**src/iar_pkg.sv**
```systemverilog
// package: constants and carriers for the i2c alias remap table
`default_nettype none

package iar_pkg;

  ////////////////////////////////////////////////////////////////////////////
  // widths
  localparam int ADDR_W = 7;                 // i2c 7-bit address
  localparam int REG_W = 8;                  // slot register width
  localparam int WB_ADR_W = 8;               // wishbone byte address width
  localparam int WB_DAT_W = 32;              // wishbone data width
  localparam int SEL_W = 4;                  // byte selects
  localparam int NUM_SLOTS = 4;              // slots the matcher scans
  localparam int SLOT_W = 3;                 // slot index width (0..7)

  ////////////////////////////////////////////////////////////////////////////
  // register indices as printed; byte address is four times the index
  localparam logic [WB_ADR_W-1:0] IDX_PHYS6 = 8'h0e;
  localparam logic [WB_ADR_W-1:0] IDX_PHYS7 = 8'h0f;
  localparam logic [WB_ADR_W-1:0] IDX_ALIAS0 = 8'h10;
  localparam logic [WB_ADR_W-1:0] IDX_ALIAS1 = 8'h11;
  localparam logic [WB_ADR_W-1:0] ADR_PHYS6 = WB_ADR_W'(IDX_PHYS6 * 4);
  localparam logic [WB_ADR_W-1:0] ADR_PHYS7 = WB_ADR_W'(IDX_PHYS7 * 4);
  localparam logic [WB_ADR_W-1:0] ADR_ALIAS0 = WB_ADR_W'(IDX_ALIAS0 * 4);
  localparam logic [WB_ADR_W-1:0] ADR_ALIAS1 = WB_ADR_W'(IDX_ALIAS1 * 4);

  ////////////////////////////////////////////////////////////////////////////
  // field layout and reset values
  localparam int FLD_HI = 7;                 // address field top bit
  localparam int FLD_LO = 1;                 // address field bottom bit
  localparam int SEL_LANE0 = 0;              // byte lane holding the register
  localparam logic [ADDR_W-1:0] ADDR_RST = 7'h00;   // reset of every slot
  localparam logic [ADDR_W-1:0] ALIAS_OFF = 7'h00;  // alias value that disables
  localparam logic RSVD_BIT = 1'b0;          // reserved bit 0 reads as this
  localparam logic [WB_DAT_W-REG_W-1:0] DAT_PAD = 24'h00_0000;  // upper lanes
  localparam logic [WB_DAT_W-1:0] DAT_ZERO = 32'h0000_0000;     // unmapped read

  ////////////////////////////////////////////////////////////////////////////
  // slot numbers scanned, in priority order (lowest entry wins)
  localparam logic [SLOT_W-1:0] SLOT_0 = 3'h0;
  localparam logic [SLOT_W-1:0] SLOT_1 = 3'h1;
  localparam logic [SLOT_W-1:0] SLOT_6 = 3'h6;
  localparam logic [SLOT_W-1:0] SLOT_7 = 3'h7;

  ////////////////////////////////////////////////////////////////////////////
  // carriers
  typedef logic [ADDR_W-1:0] iar_addr_t;

  typedef struct packed {
    logic valid;                             // one-cycle lookup strobe
    iar_addr_t addr;                         // incoming i2c address
  } iar_lookup_req_s;

  typedef struct packed {
    logic done;                              // one-cycle answer strobe
    logic hit;                               // an enabled alias matched
    logic [SLOT_W-1:0] slot;                 // matched slot number
    iar_addr_t addr;                         // address to forward
  } iar_lookup_rsp_s;

endpackage

`default_nettype wire

```
**src/iar_alias_match.sv**
```systemverilog
// one slot's alias comparator
`default_nettype none

module iar_alias_match (
  input wire iar_pkg::iar_addr_t alias_addr,  // programmed alias of this slot
  input wire iar_pkg::iar_addr_t probe_addr,  // incoming i2c address
  output logic match                          // slot enabled and equal
);

  // a zero alias never matches, so a cleared slot is disabled and remaps nothing
  always_comb begin
    match = (alias_addr != iar_pkg::ALIAS_OFF) && (alias_addr == probe_addr);
  end

endmodule

`default_nettype wire

```
**src/iar_remap_table.sv**
```systemverilog
// i2c alias remap table: wishbone slot registers and alias lookup
`default_nettype none

// Functional notes
// - physical slots hold 7-bit address in bits 7:1
// - matched transaction forwards with slot's physical address
// - alias slots hold 7-bit alias, compared to incoming
// - alias slot n pairs with physical slot n
// - zero alias disables slot, never matches
// - all slot registers reset to zero
module iar_remap_table (
  input wire logic clock,                             // 100 mhz system clock
  input wire logic arst_n,                            // async reset, active low
  // wishbone classic slave
  input wire logic wb_cyc_i,                          // bus cycle
  input wire logic wb_stb_i,                          // strobe
  input wire logic wb_we_i,                           // write enable
  input wire logic [iar_pkg::WB_ADR_W-1:0] wb_adr_i,  // byte address
  input wire logic [iar_pkg::SEL_W-1:0] wb_sel_i,     // byte selects
  input wire logic [iar_pkg::WB_DAT_W-1:0] wb_dat_i,  // write data
  output logic [iar_pkg::WB_DAT_W-1:0] wb_dat_o,      // read data
  output logic wb_ack_o,                              // acknowledge
  // slots held by the neighbouring table
  input wire iar_pkg::iar_addr_t phys_addr_slot0,     // physical address slot 0
  input wire iar_pkg::iar_addr_t phys_addr_slot1,     // physical address slot 1
  input wire iar_pkg::iar_addr_t alias_addr_slot6,    // alias slot 6
  input wire iar_pkg::iar_addr_t alias_addr_slot7,    // alias slot 7
  // own slots, shown to the neighbouring table
  output iar_pkg::iar_addr_t phys_addr_slot6,         // physical address slot 6
  output iar_pkg::iar_addr_t phys_addr_slot7,         // physical address slot 7
  output iar_pkg::iar_addr_t alias_addr_slot0,        // alias slot 0
  output iar_pkg::iar_addr_t alias_addr_slot1,        // alias slot 1
  // lookup from the i2c target front end
  input wire iar_pkg::iar_lookup_req_s lookup_req,    // address to translate
  output iar_pkg::iar_lookup_rsp_s lookup_rsp         // translated answer
);

  ////////////////////////////////////////////////////////////////////////////
  // reset release synchroniser
  logic rst_meta_r;                                   // first stage, read only by next
  logic rst_n_r;                                      // synchronised reset

  // assert at once, release after two edges so no flop sees a runt release
  always_ff @(posedge clock or negedge arst_n) begin
    if (!arst_n) begin
      rst_meta_r <= 1'b0;
      rst_n_r <= 1'b0;
    end else begin
      rst_meta_r <= 1'b1;
      rst_n_r <= rst_meta_r;
    end
  end

  ////////////////////////////////////////////////////////////////////////////
  // wishbone slave and slot registers
  logic ack_r;                                        // acknowledge flop
  logic ack_nxt;
  logic [iar_pkg::WB_DAT_W-1:0] rdat_r;               // read data flop
  logic [iar_pkg::WB_DAT_W-1:0] rdat_nxt;
  iar_pkg::iar_addr_t phys6_r;                        // physical slot 6 field
  iar_pkg::iar_addr_t phys6_nxt;
  iar_pkg::iar_addr_t phys7_r;                        // physical slot 7 field
  iar_pkg::iar_addr_t phys7_nxt;
  iar_pkg::iar_addr_t alias0_r;                       // alias slot 0 field
  iar_pkg::iar_addr_t alias0_nxt;
  iar_pkg::iar_addr_t alias1_r;                       // alias slot 1 field
  iar_pkg::iar_addr_t alias1_nxt;
  logic req;                                          // request present
  logic wr_commit;                                    // write lands this edge
  iar_pkg::iar_addr_t wr_field;                       // bits 7:1 of write data

  // next state of bus answer and registers
  always_comb begin
    req = wb_cyc_i && wb_stb_i;
    // one wait state: ack goes high the cycle after the request, then drops
    ack_nxt = req && !ack_r;
    // writes take effect on the edge where the master sees ack
    wr_commit = req && wb_we_i && ack_r && wb_sel_i[iar_pkg::SEL_LANE0];
    // bit 0 of the lane is dropped here, so writes to it have no effect
    wr_field = wb_dat_i[iar_pkg::FLD_HI:iar_pkg::FLD_LO];
    phys6_nxt = phys6_r;
    phys7_nxt = phys7_r;
    alias0_nxt = alias0_r;
    alias1_nxt = alias1_r;
    if (wr_commit) begin
      case (wb_adr_i)
        iar_pkg::ADR_PHYS6: begin
          phys6_nxt = wr_field;
        end
        iar_pkg::ADR_PHYS7: begin
          phys7_nxt = wr_field;
        end
        iar_pkg::ADR_ALIAS0: begin
          alias0_nxt = wr_field;
        end
        iar_pkg::ADR_ALIAS1: begin
          alias1_nxt = wr_field;
        end
        default: begin
          // unmapped write: acknowledged and dropped
        end
      endcase
    end
    // read data: field in bits 7:1, bit 0 and upper lanes zero
    rdat_nxt = iar_pkg::DAT_ZERO;
    if (req && !wb_we_i && !ack_r) begin
      case (wb_adr_i)
        iar_pkg::ADR_PHYS6: begin
          rdat_nxt = {iar_pkg::DAT_PAD, phys6_r, iar_pkg::RSVD_BIT};
        end
        iar_pkg::ADR_PHYS7: begin
          rdat_nxt = {iar_pkg::DAT_PAD, phys7_r, iar_pkg::RSVD_BIT};
        end
        iar_pkg::ADR_ALIAS0: begin
          rdat_nxt = {iar_pkg::DAT_PAD, alias0_r, iar_pkg::RSVD_BIT};
        end
        iar_pkg::ADR_ALIAS1: begin
          rdat_nxt = {iar_pkg::DAT_PAD, alias1_r, iar_pkg::RSVD_BIT};
        end
        default: begin
          rdat_nxt = iar_pkg::DAT_ZERO;               // unmapped reads as zero
        end
      endcase
    end else if (ack_r) begin
      rdat_nxt = rdat_r;                              // hold through the ack cycle
    end
  end

  // register the bus answer and slot fields; all slots clear on reset
  always_ff @(posedge clock or negedge rst_n_r) begin
    if (!rst_n_r) begin
      ack_r <= 1'b0;
      rdat_r <= iar_pkg::DAT_ZERO;
      phys6_r <= iar_pkg::ADDR_RST;
      phys7_r <= iar_pkg::ADDR_RST;
      alias0_r <= iar_pkg::ADDR_RST;
      alias1_r <= iar_pkg::ADDR_RST;
    end else begin
      ack_r <= ack_nxt;
      rdat_r <= rdat_nxt;
      phys6_r <= phys6_nxt;
      phys7_r <= phys7_nxt;
      alias0_r <= alias0_nxt;
      alias1_r <= alias1_nxt;
    end
  end

  ////////////////////////////////////////////////////////////////////////////
  // slot table seen by the matcher
  iar_pkg::iar_addr_t alias_tab [iar_pkg::NUM_SLOTS];  // alias per entry
  iar_pkg::iar_addr_t phys_tab [iar_pkg::NUM_SLOTS];   // physical per entry
  logic [iar_pkg::SLOT_W-1:0] slot_tab [iar_pkg::NUM_SLOTS];  // slot number
  logic [iar_pkg::NUM_SLOTS-1:0] match;               // per-entry hit

  // each entry pairs an alias with the physical address of the same slot
  always_comb begin
    alias_tab[0] = alias0_r;
    phys_tab[0] = phys_addr_slot0;
    slot_tab[0] = iar_pkg::SLOT_0;
    alias_tab[1] = alias1_r;
    phys_tab[1] = phys_addr_slot1;
    slot_tab[1] = iar_pkg::SLOT_1;
    alias_tab[2] = alias_addr_slot6;
    phys_tab[2] = phys6_r;
    slot_tab[2] = iar_pkg::SLOT_6;
    alias_tab[3] = alias_addr_slot7;
    phys_tab[3] = phys7_r;
    slot_tab[3] = iar_pkg::SLOT_7;
  end

  // one comparator per entry
  for (genvar g = 0; g < iar_pkg::NUM_SLOTS; g++) begin : g_slot
    iar_alias_match u_match (
      .alias_addr(alias_tab[g]),
      .probe_addr(lookup_req.addr),
      .match(match[g])
    );
  end

  ////////////////////////////////////////////////////////////////////////////
  // lookup answer
  iar_pkg::iar_lookup_rsp_s rsp_r;                    // registered answer
  iar_pkg::iar_lookup_rsp_s rsp_nxt;

  // lowest entry wins if software programmed the same alias twice;
  // a miss forwards nothing remapped and echoes the original address
  always_comb begin
    rsp_nxt = '0;
    rsp_nxt.done = lookup_req.valid;
    rsp_nxt.addr = lookup_req.addr;
    if (lookup_req.valid) begin
      for (int i = iar_pkg::NUM_SLOTS - 1; i >= 0; i--) begin
        if (match[i]) begin
          rsp_nxt.hit = 1'b1;
          rsp_nxt.slot = slot_tab[i];
          rsp_nxt.addr = phys_tab[i];
        end
      end
    end
  end

  // answer stands one cycle after the strobe
  always_ff @(posedge clock or negedge rst_n_r) begin
    if (!rst_n_r) begin
      rsp_r <= '0;
    end else begin
      rsp_r <= rsp_nxt;
    end
  end

  ////////////////////////////////////////////////////////////////////////////
  // outputs, each from a flop
  always_comb begin
    wb_ack_o = ack_r;
    wb_dat_o = rdat_r;
    phys_addr_slot6 = phys6_r;
    phys_addr_slot7 = phys7_r;
    alias_addr_slot0 = alias0_r;
    alias_addr_slot1 = alias1_r;
    lookup_rsp = rsp_r;
  end

endmodule

`default_nettype wire

```
**config.mk**
```make
export PLATFORM = sky130hd
export DESIGN_NAME = iar_remap_table
export DESIGN_NICKNAME = d
export VERILOG_FILES = /design/src/iar_pkg.sv /design/src/iar_alias_match.sv /design/src/iar_remap_table.sv
export SDC_FILE = /design/constraint.sdc
export NUM_CORES = 1
export LEC_CHECK = 0
export BUFFER_PORTS_ARGS = -buffer_cell sky130_fd_sc_hd__buf_4
export CORE_ASPECT_RATIO = 2
export CORE_UTILIZATION = 45
export CTS_BUF_LIST = sky130_fd_sc_hd__clkbuf_8 sky130_fd_sc_hd__clkbuf_16
export CTS_CLUSTER_DIAMETER = 150
export DETAILED_ROUTE_END_ITERATION = 8
export PLACE_DENSITY = 0.79
export SETUP_SLACK_MARGIN = 0.15
export SLEW_MARGIN = 25
export SYNTH_ARGS = -nofsm -noshare
export SYNTH_HDL_FRONTEND = slang
export SYNTH_SLANG_ARGS = --single-unit
```
**constraint.sdc**
```tcl
create_clock -name clock -period 1.8 [get_ports clock]
set_input_delay 0.36 -clock clock [delete_from_list [all_inputs] [get_ports clock]]
set_output_delay 0.36 -clock clock [all_outputs]
set_load 0.005 [all_outputs]
```
; ---- Word-level counts from Yosys, hierarchy flattened
; Index checks and enable logic that the tools add are counted.
[totals]
word_cells = 50
register_bits = 75
[op_classes]
n_eq_ne = 9
mux = 8
reduce_logical = 21
[ops]
columns = cell, n
row1 = $mux 32, 2
row2 = $mux 11, 5
row3 = $pmux 8 s4, 1
row4 = $eq 7x7->1, 4
row5 = $reduce_bool 7->1, 4
row6 = $eq 8x6->1 const B, 2
row7 = $eq 8x7->1 const B, 2
row8 = $logic_and 1x1->1, 11
row9 = $reduce_and 2->1, 4
row10 = $logic_not 1->1, 2
row11 = $ne 2x1->1 const B, 1

; ---- Longest topological paths before layout
[logic_depth]
depth_word = 7
depth_mapped = 8
depth_no_buf = 5

; ---- By module
; A second synthesis with hierarchy kept.
[unflattened]
hier_cells = 255
hier_area_um2 = 2879.0
[modules_own_cells]
columns = module, instances, cells_per_inst, area_per_inst_um2
row1 = iar_remap_table, 1, 207, 2493.6
row2 = iar_alias_match, 4, 12, 96.3

; ---- Worst setup path before layout
; No wires, ideal clock.
[synth_path]
path_type = input port to flip-flop
start = input port lookup_req[0] (netlist bit)
end = register rsp_r, in the netlist lookup_rsp[5]
n_path_buf = 2
arrival_time_ns = 1.732
slack_ns = -0.065
path_stages = 7
setup_time_ns = 0.134
cell_sequence = clkbuf_1 > xnor2_1 > nand3_1 > clkbuf_8 > o31a_1 > o311ai_1 > a31oi_1
[synth_rtl]
columns = element, line
row1 = "start, declared", iar_remap_table.sv:34  ; input wire iar_pkg::iar_lookup_req_s lookup_req,
row2 = "end signal, assigned", iar_remap_table.sv:207  ; rsp_r <= rsp_nxt;
row3 = "end, declared", iar_remap_table.sv:182  ; iar_pkg::iar_lookup_rsp_s rsp_r;

==> metrics.md <==
| Metric | Value |
|---|---|
| Synth Flop Type | `dfrtp_1` |
| Worst-margin pin slew | `0.6091 ns` |
| Clock Sinks | `49` |
| Max Slew Vio Count | `0` |
| Area growth, synth to finish | `54.84%` |
| Worst Setup End Kind | `register` |
| Headroom to the max-slew limit | `0.5939` |
| Die area | `0.007392 mm²` |
| Fin area | `0.004900 mm²` |
| Post-synth EDFFs | `0` |
| Row Count | `42` |
| Comb pwr share | `0.178` |
| PwrDens | `522.2 mW/mm²` |
| Worst EP required | `2.00 ns` |
| Internal | `1.872 mW` |
| Clock share of power | `0.381` |
| Area of the core | `0.006726 mm²` |
| Seq cells post-synth | `49` |
| Nets@finish | `551` |
| Number of CTS-inserted buffers | `5` |
| Reg clk slew, reported paths | `0.07 ns` |
| Ports | `158` |
| CP Max Fanout | `7` |
| Sw frac | `0.2683` |
| Number of port buffers | `104` |
| Hold crit path type | `in2reg` |
| Most frequent cells in the layout | `buf_4 (161), dfrtp_1 (48), conb_1 (26)` |
| Die H | `120.6 µm` |
| Clk_lat worst skew | `0.30 ns` |
| FFs w/ async S/R, synth | `1.000` |
| Failing checks | `setup timing` |
| Final Skew | `0.005188 ns` |
| CTS tree | `built` |
| Initial Util | `0.4704` |
| H-tree depth | `2` |
| Register area share after synthesis | `0.3875` |
| Outcome | `complete, but fails checks` |
| Diodes inserted | `0` |
| CP Launch Type | `input port` |
| First-pass GRT wire length | `14.88 mm` |
| Share of cells above drive strength 1 | `0.5460` |
| Synth warnings | `0` |
| Reg power frac | `0.441` |
| Post-DP Area | `0.004432 mm²` |
| Initial DRC count | `133` |
| Routed WL | `10.52 mm` |
| Setup CP Type | `in2reg` |
| DR DRC count | `0` |
| Peak supply drop | `466.9 µV` |
| Vias/cell | `5.564` |
| Grt total ovfl | `0` |
| CTS Buffer Depth | `2` |
| Routability congestion estimate | `0.9004` |
| Reg2reg setup slack | `-0.04 ns` |
| WP data arrival | `2.11 ns` |
| Period utilization | `1.061` |
| Final worst setup slack | `-0.1106 ns` |
| Synth cell types | `49` |
| Max-Cap Viols | `0` |
| Dpl hpwl | `7.701 mm` |
| DRT antenna net count | `0` |
| 1st-pass router iterations | `4` |
| Leak Pwr | `2.305 nW` |
| Final Core Density | `0.7284` |
| Mapped cell area | `0.003164 mm²` |
| Commonest non-fill, non-tap cell in the layout | `buf_4` |
| Pin count of the biggest net entering global routing | `48` |
| Syn Area/Cell | `10.48 µm²` |
| Minimum clock period after layout | `1.911 ns` |
| Hold_ws | `0.3083 ns` |
| Die W | `61.30 µm` |
| Antenna violations before repair | `0` |
| RSZ-0062 raised after global routing | `yes` |
| Fin. Hold Viols | `0` |
| Fmax | `0.5234 GHz` |
| Cell count after synthesis | `302` |
| Sw power | `0.6865 mW` |
| DR vias | `3,088` |
| WL per Instance | `18.95 µm` |
| Vias in the first global route | `2,939` |
| GRT Total Usage | `0.2794` |
| Clock root buffer master | `clkbuf_16` |
| Final setup fails | `1` |
-- routing by layer --
layer,vias up,GRT usage,part of all wire,wire length [µm]
met1,1493,0.2889,0.33,3519
met3,35,0.03102,0.048,507
met5,-,0,0,0
met2,169,0.5034,0.56,5875
met4,0,0.1690,0.058,615
li1,1391,-,-,-
-- worst max-delay path, stage by stage --
cell	delay, ns
buf_6	0.09
or4_4	0.53
nor4_4	0.18
buf_4	0.17
buf_12	0.11
buf_6	0.10
o31a_1	0.15
o311ai_2	0.13
a31oi_1	0.27
-- power by group through the flow --
stage	clock network, mW	logic, mW	registers [mW]
final	0.975	0.456	1.13
after global routing	1.02	0.488	1.13
after detailed placement	0	0.418	1.15
after CTS	0.984	0.433	1.13
after global placement	0	0.407	1.15
after floorplan	0	0.227	1.16
-- layout make-up --
cell class / instances / area, µm²
Sequential cell: 49 / 1227
Clock inverter: 3 / 25.02
Fill cell: 508 / 1827
Clock buffer: 5 / 125.1
Inverter: 10 / 37.54
Tap cell: 88 / 110.1
Multi-Input combinational cell: 224 / 1941
Timing Repair Buffer: 176 / 1434
-- sequential cells by signal, indices dropped and copies added (netlist names) --
register,flops
lookup_rsp,11
alias_addr_slot0,7
alias_addr_slot1,7
phys_addr_slot6,7
phys_addr_slot7,7
wb_dat_o,7
rst_meta_r,1
rst_n_r,1
wb_ack_o,1
-- through the flow --
step	cells	setup slack (ns)	power (mW)	setup TNS, ns
final	555	-0.1106	2.559	-0.1106
after global routing	555	-0.1473	2.639	-0.4524
after CTS	546	0.05424	2.544	0
after detailed placement	532	-0.1988	1.567	-1.726
after global placement	532	-0.1760	1.557	-1.528
after floorplan	326	-0.02324	1.392	-0.1720
-- synthesized netlist by cell type (2+ instances only) --
cell type / number / share of area
o31a_1: 2 / 0.0055
mux2_2: 21 / 0.075
buf_4: 29 / 0.069
conb_1: 2 / 0.0024
nand2b_1: 6 / 0.012
inv_1: 10 / 0.012
nand2_1: 25 / 0.030
o31a_2: 5 / 0.016
clkbuf_8: 4 / 0.017
a211o_2: 2 / 0.0063
nor3_1: 4 / 0.0063
dfrtp_1: 49 / 0.39
or3_1: 3 / 0.0059
nor4b_1: 7 / 0.019
xor2_1: 8 / 0.022
and2_1: 2 / 0.0040
o21ai_0: 7 / 0.011
nand4_1: 3 / 0.0059
or2_2: 2 / 0.0040
clkbuf_1: 4 / 0.0047
or2b_2: 2 / 0.0055
xnor2_1: 17 / 0.047
a22o_1: 7 / 0.019
a31oi_1: 8 / 0.016
buf_2: 4 / 0.0063
nor3_2: 3 / 0.0095
nor2_1: 7 / 0.0083
a211oi_2: 2 / 0.0079
o2111ai_1: 7 / 0.019
nand3_1: 2 / 0.0032
nor4_4: 2 / 0.013
nor4_1: 3 / 0.0059
o22ai_1: 7 / 0.014
a22oi_1: 14 / 0.033
nor3_4: 2 / 0.010
o311ai_1: 7 / 0.019
-- kinds of logic (layout without fill, tap and decap cells) --
family | Yosys count | in the layout | synth area share
AO/OA/AOI/OAI | 73 | 73 | 0.1906
multiplexers | 21 | 21 | 0.07473
AND/OR/NAND/NOR | 78 | 79 | 0.1574
buffers and inverters | 54 | 194 | 0.1182
other | 2 | 26 | 0.002373
flip-flops | 49 | 49 | 0.3875
XOR/XNOR | 25 | 25 | 0.06920
-- final timing paths --
kind                                      from             endpoint  depth (start not counted)
min in group asynchronous              rst_n_r  alias_addr_slot1[3]                          1
hold / removal                   lookup_req[7]       lookup_rsp[11]                          1
setup reg to reg           alias_addr_slot0[0]        lookup_rsp[6]                          5
setup / recovery           alias_addr_slot7[2]        lookup_rsp[6]                          9
max in group asynchronous              rst_n_r        lookup_rsp[4]                          1
hold reg to reg                        rst_n_r  alias_addr_slot1[3]                          1
-- repair_timing --
item                       CTS  global route
gates resized for setup     14            18
cloned                       1             1
buffers inserted             4             8
hold buffers                 1             0
pin swaps                    7             7
setup endpoints to repair   10            10
hold endpoints to repair     2             0
No activity file was read; power rests on OpenSTA's default activity.
